### src/logic/iec_regs.vh
// register offsets, field positions and reset values of the error checker
`ifndef IEC_REGS_VH
`define IEC_REGS_VH
// register byte addresses on the apb bus
`define IEC_OFF_CTRL 12'h000
`define IEC_OFF_FLAGS 12'h004
`define IEC_OFF_FATAL 12'h008
`define IEC_OFF_IRQ_STAT 12'h00c
`define IEC_OFF_IRQ_MASK 12'h010
`define IEC_OFF_TASK_LOG 12'h014
`define IEC_OFF_ADDR_LO 12'h018
`define IEC_OFF_ADDR_HI 12'h01c
// ctrl register fields
`define IEC_CTRL_STOP 0
`define IEC_CTRL_CLEAR 1
`define IEC_CTRL_RST 32'h0000_0000
// flags register fields
`define IEC_FLG_INSTR 0
`define IEC_FLG_ACCESS 1
`define IEC_FLG_EQ 2
`define IEC_FLG_NEG 3
`define IEC_FLG_HALT 4
// fatal flag word bit positions
`define IEC_FAT_INSTR 8
`define IEC_FAT_ACCESS 10
`define IEC_FAT_ILLEGAL 14
`define IEC_FAT_UMOVF 15
// interrupt status bits
`define IEC_IRQ_INSTR 0
`define IEC_IRQ_ACCESS 1
`define IEC_IRQ_FATAL 2
`define IEC_IRQ_W 3
// extended memory limits
`define IEC_EM_MAX_WORD 16'h7fff
// task log encodings
`define IEC_TASK_INT_BASE 16'h8000
`define IEC_TASK_CYC_MAX 8'h1f
`endif

### src/logic/iec_sticky.v
// one sticky event bit with write-one-to-clear, set wins over clear
`timescale 1ns/1ps
module iec_sticky
(
  input wire ref_clk,
  input wire sys_rst,
  input wire set_evt,
  input wire clr_req,
  output reg bit_ff
);
  // set dominates so an event in the clearing cycle is not lost
  always @(posedge ref_clk)
  begin
    if (sys_rst)
      bit_ff <= 1'b0;
    else if (set_evt)
      bit_ff <= 1'b1;
    else if (clr_req)
      bit_ff <= 1'b0;
  end
endmodule // iec_sticky

### src/logic/iec_bcd_check.v
// tells whether a 16-bit word holds four valid bcd digits
`timescale 1ns/1ps
module iec_bcd_check
(
  input wire [15:0] word_in,
  output wire not_bcd
);
  // a nibble above 9 makes the word illegal
  assign not_bcd = (word_in[3:0] > 4'h9) | (word_in[7:4] > 4'h9) |
    (word_in[11:8] > 4'h9) | (word_in[15:12] > 4'h9);
endmodule // iec_bcd_check

### src/logic/iec_error_check.v
// run-time instruction and access error checker with apb registers
// How it works
// - bad operand data suppresses instruction, sets error
// - executing with no active task is error
// - equality/negative flags held or cleared per instruction
// - clean non-input completion clears error flag
// - stop/continue policy, continue after reset
// - stop policy: instruction error halts, sets bit 8
// - five illegal access kinds flag access error
// - access error continues, non-input completion clears error flag
// - direct extended word above 32767 is access error
// - binary indirect pointer 8000..ffff is access error
// - index pointer bit/word kind mismatch is access error
// - stop policy: access error halts, sets bit 10
// - access flag persists across task boundaries
// - undefined opcode fetch always halts, sets bit 14
// - fetch beyond program memory halts, sets bit 15
// - halt logs task number and program address
// - task log cyclic 0000..001f, interrupt 8000..80ff
`timescale 1ns/1ps
`include "iec_regs.vh"
module iec_error_check
#(
  parameter ADDR_W = 32,
  parameter UM_LAST = 32'h0001_ffff
)
(
  input wire ref_clk,
  input wire sys_rst,
  // apb slave
  input wire psel,
  input wire penable,
  input wire pwrite,
  input wire [11:0] paddr,
  input wire [31:0] pwdata,
  output reg [31:0] prdata,
  output reg pready,
  output reg pslverr,
  // fetch side from the sequencer
  input wire fetch_valid,
  input wire [ADDR_W-1:0] fetch_addr,
  input wire fetch_opcode_bad,
  // execution side, one pulse per finished instruction
  input wire exec_done,
  input wire exec_is_input,
  input wire task_active,
  input wire task_is_int,
  input wire [7:0] task_num,
  input wire [ADDR_W-1:0] exec_addr,
  input wire operand_bad,
  input wire flags_clear_on_err,
  input wire eq_result,
  input wire neg_result,
  // operand address checks
  input wire acc_param_area,
  input wire acc_write,
  input wire acc_unmounted,
  input wire acc_em_file,
  input wire acc_read_only,
  input wire bcd_indirect,
  input wire [15:0] pointer_word,
  input wire em_direct,
  input wire [15:0] em_word_addr,
  input wire binary_indirect_mode,
  input wire ir_used,
  input wire ir_holds_bit,
  input wire ir_used_as_bit,
  // status outputs
  output reg instr_error_flag,
  output reg access_error_flag,
  output reg equality_flag,
  output reg negative_flag,
  output reg halted,
  output reg irq
);
  // register state
  reg stop_pol_ff; // stop policy, 0 means continue
  reg [15:0] fatal_ff; // fatal flag word
  reg [15:0] task_log_ff; // task where operation stopped
  reg [ADDR_W-1:0] addr_log_ff; // program address at stop
  reg [`IEC_IRQ_W-1:0] mask_ff; // interrupt mask
  wire [`IEC_IRQ_W-1:0] stat_w; // sticky interrupt status
  wire not_bcd; // pointer word failed the bcd test
  reg [31:0] nxt_rdata; // read mux result
  // apb strobes; a write lands only at the edge where pready is seen
  // high, so the master and the slave agree on the moment it happens
  wire acc_phase = psel & penable & ~pready;
  wire wr_en = psel & penable & pready & pwrite;
  wire rd_en = acc_phase & ~pwrite;
  wire clr_cmd = wr_en & (paddr == `IEC_OFF_CTRL) &
    pwdata[`IEC_CTRL_CLEAR];

  iec_bcd_check u_bcd
  (
    .word_in(pointer_word),
    .not_bcd(not_bcd)
  );

  // instruction error causes; nothing executes once halted
  wire run = exec_done & ~halted;
  wire instr_err = run & (operand_bad | ~task_active);
  // access error causes, all gathered while the instruction runs
  wire acc_err = run & (acc_param_area |
    (acc_write & (acc_unmounted | acc_em_file | acc_read_only)) |
    (bcd_indirect & not_bcd));
  wire em_err = run & em_direct &
    (em_word_addr > `IEC_EM_MAX_WORD);
  wire bin_err = run & binary_indirect_mode &
    pointer_word[15];
  wire ir_err = run & ir_used & (ir_holds_bit ^ ir_used_as_bit);
  wire any_acc = acc_err | em_err | bin_err | ir_err;
  // fetch faults halt regardless of policy
  wire ill_op = fetch_valid & ~halted & fetch_opcode_bad;
  wire um_ovf = fetch_valid & ~halted & (fetch_addr > UM_LAST);
  wire stop_instr = instr_err & stop_pol_ff;
  wire stop_acc = any_acc & stop_pol_ff;
  wire fatal_now = stop_instr | stop_acc | ill_op | um_ovf;
  // the address that caused the stop, fetch faults take priority
  wire [ADDR_W-1:0] stop_addr = (ill_op | um_ovf) ? fetch_addr : exec_addr;

  // policy register; the reset value selects continue
  always @(posedge ref_clk)
  begin
    if (sys_rst)
      stop_pol_ff <= 1'b0;
    else if (wr_en & (paddr == `IEC_OFF_CTRL))
      stop_pol_ff <= pwdata[`IEC_CTRL_STOP];
  end

  // instruction error flag and condition flags
  always @(posedge ref_clk)
  begin
    if (sys_rst)
    begin
      instr_error_flag <= 1'b0;
      equality_flag <= 1'b0;
      negative_flag <= 1'b0;
    end
    else if (instr_err)
    begin
      // instruction suppressed, its results never written
      instr_error_flag <= 1'b1;
      if (flags_clear_on_err)
      begin
        equality_flag <= 1'b0;
        negative_flag <= 1'b0;
      end
    end
    else if (run)
    begin
      // an access error clears the error flag like any non-input completion
      if (~exec_is_input)
        instr_error_flag <= 1'b0;
      equality_flag <= eq_result;
      negative_flag <= neg_result;
    end
  end

  // access flag: only reset or software clear drops it, not task end
  always @(posedge ref_clk)
  begin
    if (sys_rst)
      access_error_flag <= 1'b0;
    else if (any_acc)
      access_error_flag <= 1'b1;
    else if (clr_cmd)
      access_error_flag <= 1'b0;
  end

  // halt latch, fatal word and stop logs
  always @(posedge ref_clk)
  begin
    if (sys_rst)
    begin
      halted <= 1'b0;
      fatal_ff <= 16'h0000;
      task_log_ff <= 16'h0000;
      addr_log_ff <= {ADDR_W{1'b0}};
    end
    else if (fatal_now)
    begin
      halted <= 1'b1;
      if (stop_instr)
        fatal_ff[`IEC_FAT_INSTR] <= 1'b1;
      if (stop_acc)
        fatal_ff[`IEC_FAT_ACCESS] <= 1'b1;
      if (ill_op)
        fatal_ff[`IEC_FAT_ILLEGAL] <= 1'b1;
      if (um_ovf)
        fatal_ff[`IEC_FAT_UMOVF] <= 1'b1;
      // interrupt tasks carry the top bit, cyclic tasks only 5 bits
      if (task_is_int)
        task_log_ff <= `IEC_TASK_INT_BASE | {8'h00, task_num};
      else
        task_log_ff <= {8'h00, task_num & `IEC_TASK_CYC_MAX};
      addr_log_ff <= stop_addr;
    end
    else if (clr_cmd)
    begin
      // explicit clear releases the halt; logs are kept for diagnosis
      halted <= 1'b0;
      fatal_ff <= 16'h0000;
    end
  end

  // one sticky bit per event class, write one to clear
  wire [`IEC_IRQ_W-1:0] evt_w = {fatal_now, any_acc, instr_err};
  genvar gi;
  generate
    for (gi = 0; gi < `IEC_IRQ_W; gi = gi + 1)
    begin : g_stat
      iec_sticky u_st
      (
        .ref_clk(ref_clk),
        .sys_rst(sys_rst),
        .set_evt(evt_w[gi]),
        .clr_req(wr_en & (paddr == `IEC_OFF_IRQ_STAT) & pwdata[gi]),
        .bit_ff(stat_w[gi])
      );
    end
  endgenerate

  // mask register and registered interrupt output
  always @(posedge ref_clk)
  begin
    if (sys_rst)
    begin
      mask_ff <= {`IEC_IRQ_W{1'b0}};
      irq <= 1'b0;
    end
    else
    begin
      if (wr_en & (paddr == `IEC_OFF_IRQ_MASK))
        mask_ff <= pwdata[`IEC_IRQ_W-1:0];
      irq <= |(stat_w & mask_ff);
    end
  end

  // read mux; unmapped addresses read zero, those above 01c also flag an error
  always @*
  begin
    nxt_rdata = 32'h0000_0000;
    if (paddr == `IEC_OFF_CTRL)
      nxt_rdata[`IEC_CTRL_STOP] = stop_pol_ff;
    else if (paddr == `IEC_OFF_FLAGS)
      nxt_rdata[4:0] = {halted, negative_flag, equality_flag,
        access_error_flag, instr_error_flag};
    else if (paddr == `IEC_OFF_FATAL)
      nxt_rdata[15:0] = fatal_ff;
    else if (paddr == `IEC_OFF_IRQ_STAT)
      nxt_rdata[`IEC_IRQ_W-1:0] = stat_w;
    else if (paddr == `IEC_OFF_IRQ_MASK)
      nxt_rdata[`IEC_IRQ_W-1:0] = mask_ff;
    else if (paddr == `IEC_OFF_TASK_LOG)
      nxt_rdata[15:0] = task_log_ff;
    else if (paddr == `IEC_OFF_ADDR_LO)
      nxt_rdata[15:0] = addr_log_ff[15:0];
    else if (paddr == `IEC_OFF_ADDR_HI)
      nxt_rdata[15:0] = addr_log_ff[31:16];
  end

  // apb answer: pready one cycle after the access phase starts
  always @(posedge ref_clk)
  begin
    if (sys_rst)
    begin
      pready <= 1'b0;
      pslverr <= 1'b0;
      prdata <= 32'h0000_0000;
    end
    else
    begin
      pready <= acc_phase;
      pslverr <= acc_phase & (paddr > `IEC_OFF_ADDR_HI);
      if (rd_en)
        prdata <= nxt_rdata;
    end
  end
endmodule // iec_error_check

### config.mk
export PLATFORM = sky130hd
export DESIGN_NAME = iec_error_check
export DESIGN_NICKNAME = d
export VERILOG_FILES = /design/src/logic/iec_sticky.v /design/src/logic/iec_bcd_check.v /design/src/logic/iec_error_check.v
export VERILOG_INCLUDE_DIRS = /design/src /design/src/logic
export SDC_FILE = /design/constraint.sdc
export NUM_CORES = 1
export LEC_CHECK = 0
export BUFFER_PORTS_ARGS = -buffer_cell sky130_fd_sc_hd__buf_2
export CAP_MARGIN = 5
export CORE_UTILIZATION = 44
export DETAILED_ROUTE_END_ITERATION = 7
export PLACE_DENSITY_LB_ADDON = 0.1
export SETUP_SLACK_MARGIN = 0.1
export SLEW_MARGIN = 10
export SYNTH_ARGS = -nofsm -noshare
export SYNTH_HDL_FRONTEND = slang
export SYNTH_SLANG_ARGS = --single-unit
export TNS_END_PERCENT = 100
### constraint.sdc
create_clock -name ref_clk -period 2.5 [get_ports ref_clk]
set_input_delay 0.5 -clock ref_clk [delete_from_list [all_inputs] [get_ports ref_clk]]
set_output_delay 0.5 -clock ref_clk [all_outputs]
set_load 0.02 [all_outputs]
==> results.txt <==
GR Util All Layers - 23.20%
Maximum VDD drop - 0.4708 mV
Critical path depth - 7
Setup Buffers After CTS - 0
Crit path buf inv count - 2
Layout cells sized above 1 - 35.14%
Yosys cell types - 46
First-pass GRT wire length - 15870 um
CTS Buffer Depth - 2
Synth Flop Type - dfxtp_1
Hold Path Class - input pin to flop
Final wirelength - 10420 um
Vias in the first global route - 3236
Number of register bits inferred by synthesis - 76
Actual slew at the worst max-slew pin - 0.5428 ns
Initial core utilization - 45.89%
Ys async rst share - 0%
Crit path cell chain - buf_2 -> or4_1 -> nor2_1 -> a41o_2 -> buf_4 -> a41o_2 -> nor2_1
Final #Nets - 724
Syn Area/Cell - 9.381 um^2
Synth Instances - 404
CTS H-tree lvls - 3
Clk slew on worst S/H paths - 0.09 ns
Final antenna-violating net count - 0
Clock Sinks - 76
Drt wl/cell - 15.78 um
R2R cell count - 3
CP Class - input pin to flop
ANT cells - 0
Yosys Warn Count - 0
Status - finished, final reports clean
Die X - 94.81 um
Drt first-iter violations - 202
Final hold viol count - 0
Boundary pin count - 214
Fmax - 0.5228 GHz
Worst Hold Depth - 2
Clock Root Buffer - clkbuf_8
WP data arrival - 2.14 ns
Final setup fails - 0
Via count - 3531
Max-Cap Viols - 0
Port Buffers - 149
Max Fanout on Critical Path - 10
Core Area - 8258 um^2
Final GP Congestion - 0.8682
DRC errors left - 0
Seq/Total Area, Yosys - 40.15%
Final core occ - 57.76%
Synth Cell Area - 3790 um^2
TNS Setup - 0 ns
Slowest cell delay on critical path - 0.53 ns
Hold_buf cts - 0
Delay-heaviest family, CP - simple AND/OR/NAND/NOR gates
Critical Path Start Type - input pin
Slew headroom - 63.81%
Required time of the critical path - 2.73 ns
Post-DP HPWL - 7833 um
Period utilisation layout - 76.52%
Pin count of the biggest net entering global routing - 33
Clk_lat worst skew - 0.35 ns
CP max-delay cell - or4_1
RSZ-0062 raised after global routing - no
Core Rows - 33
Final min period - 1.913 ns
Power per cell area - 567.9 nW/um^2
CTS tree - built
Die Ht - 94.81 um
# resized after CTS - 0
Global route total overflow - 0
Area of the die - 8989 um^2
Most frequent cells in the layout - buf_2, dfxtp_1, mux2i_1, o2bb2ai_1, o21ai_0
Pre-antenna DRT Iters - 4
Final setup skew - 0.01803 ns
Pins Over Slew Limit - 0
P_leak - 2.226 nW
Area grow syn2layout - 25.85%
Most common cell after layout, fill and taps aside - buf_2
Vias per cell - 5.350
Crit. End Element - flop
Initial antenna violation count - 0
Post-synth EDFFs - 0
Cts bufs inserted - 9
## per-layer routing
metal / part of all wire, % / GRT usage [%]
met5: 0 / 0
met4: 0.35 / 5.556
met3: 5.8 / 4.670
met2: 49 / 38.61
met1: 44 / 30.71
## Yosys cell counts, types with 5 or more instances
master	instances	area (um^2)
a22oi_1	7	52.55
dfxtp_1	76	1521
a31oi_1	7	43.79
a21oi_1	22	110.1
or3_1	6	37.54
nand2_1	23	86.33
a22o_1	6	52.55
nor3_1	7	35.03
buf_4	19	142.6
nand2b_1	11	68.82
clkbuf_1	10	37.54
o2bb2ai_1	32	280.3
buf_6	7	78.83
mux2i_1	37	370.4
nand3_1	6	30.03
mux2_2	7	78.83
nand4b_1	9	78.83
inv_1	8	30.03
nor2b_1	5	31.28
o21ai_0	26	130.1
buf_2	6	30.03
nor2_1	23	86.33
## worst reg2reg max path, stage by stage (launching register included)
cell and delay, ns:
dfxtp_1 0.35, or3_1 0.61, or3_1 0.54, o22ai_1 0.21
## area by class of cell
cell class / instances / area (um^2)
Fill cell: 791 / 3488
Sequential cell: 76 / 1521
Timing Repair Buffer: 162 / 855.8
Clock buffer: 9 / 123.9
Inverter: 8 / 30.03
Multi-Input combinational cell: 293 / 2008
Tap cell: 105 / 131.4
Clock inverter: 7 / 98.84
## stage by stage
stage	area [um^2]	std cells	total power, mW	setup slack [ns]	hold WS, ns
after global placement	4547	644	1.693	0.2289	0.4324
after CTS	4770	660	2.734	0.5633	0.3339
after global routing	4770	660	2.826	0.4701	0.3273
after detailed placement	4547	644	1.701	0.2047	0.4427
after floorplan	3846	419	1.555	0.6089	0.4365
final	4770	660	2.709	0.5871	0.3445
## logic make-up after synthesis
group | share of synthesized area (%)
AOI/OAI and AO/OA | 23.51
muxes | 11.85
xor gates and xnor gates | 0.2311
other | 0.09895
buffers and inverters | 8.419
DFF | 40.15
and+or+nand+nor | 15.75
## flip-flops by register name (all words and copies together) (netlist names), 3 cells and up
register / cells
fatal_ff: 4
task_log_ff: 9
g_stat.u_st.bit_ff: 3
prdata: 16
addr_log_ff: 32
mask_ff: 3
## report_power, final
part	internal [mW]	switching, mW	leakage, nW	total, mW
Sequential	1.27	0.0365	0.621	1.30
Clock	0.567	0.469	0.110	1.04
Combinational	0.168	0.200	1.49	0.368
## worst paths after layout
path,from,end,slack [ns]
max,fetch_addr[31],fatal_ff[10],0.59
min,fetch_addr[8],addr_log_ff[8],0.34
max reg2reg,pready,prdata[8],0.70
min reg2reg,prdata[7],prdata[7],0.45
Power figures use the tool's default switching activity.
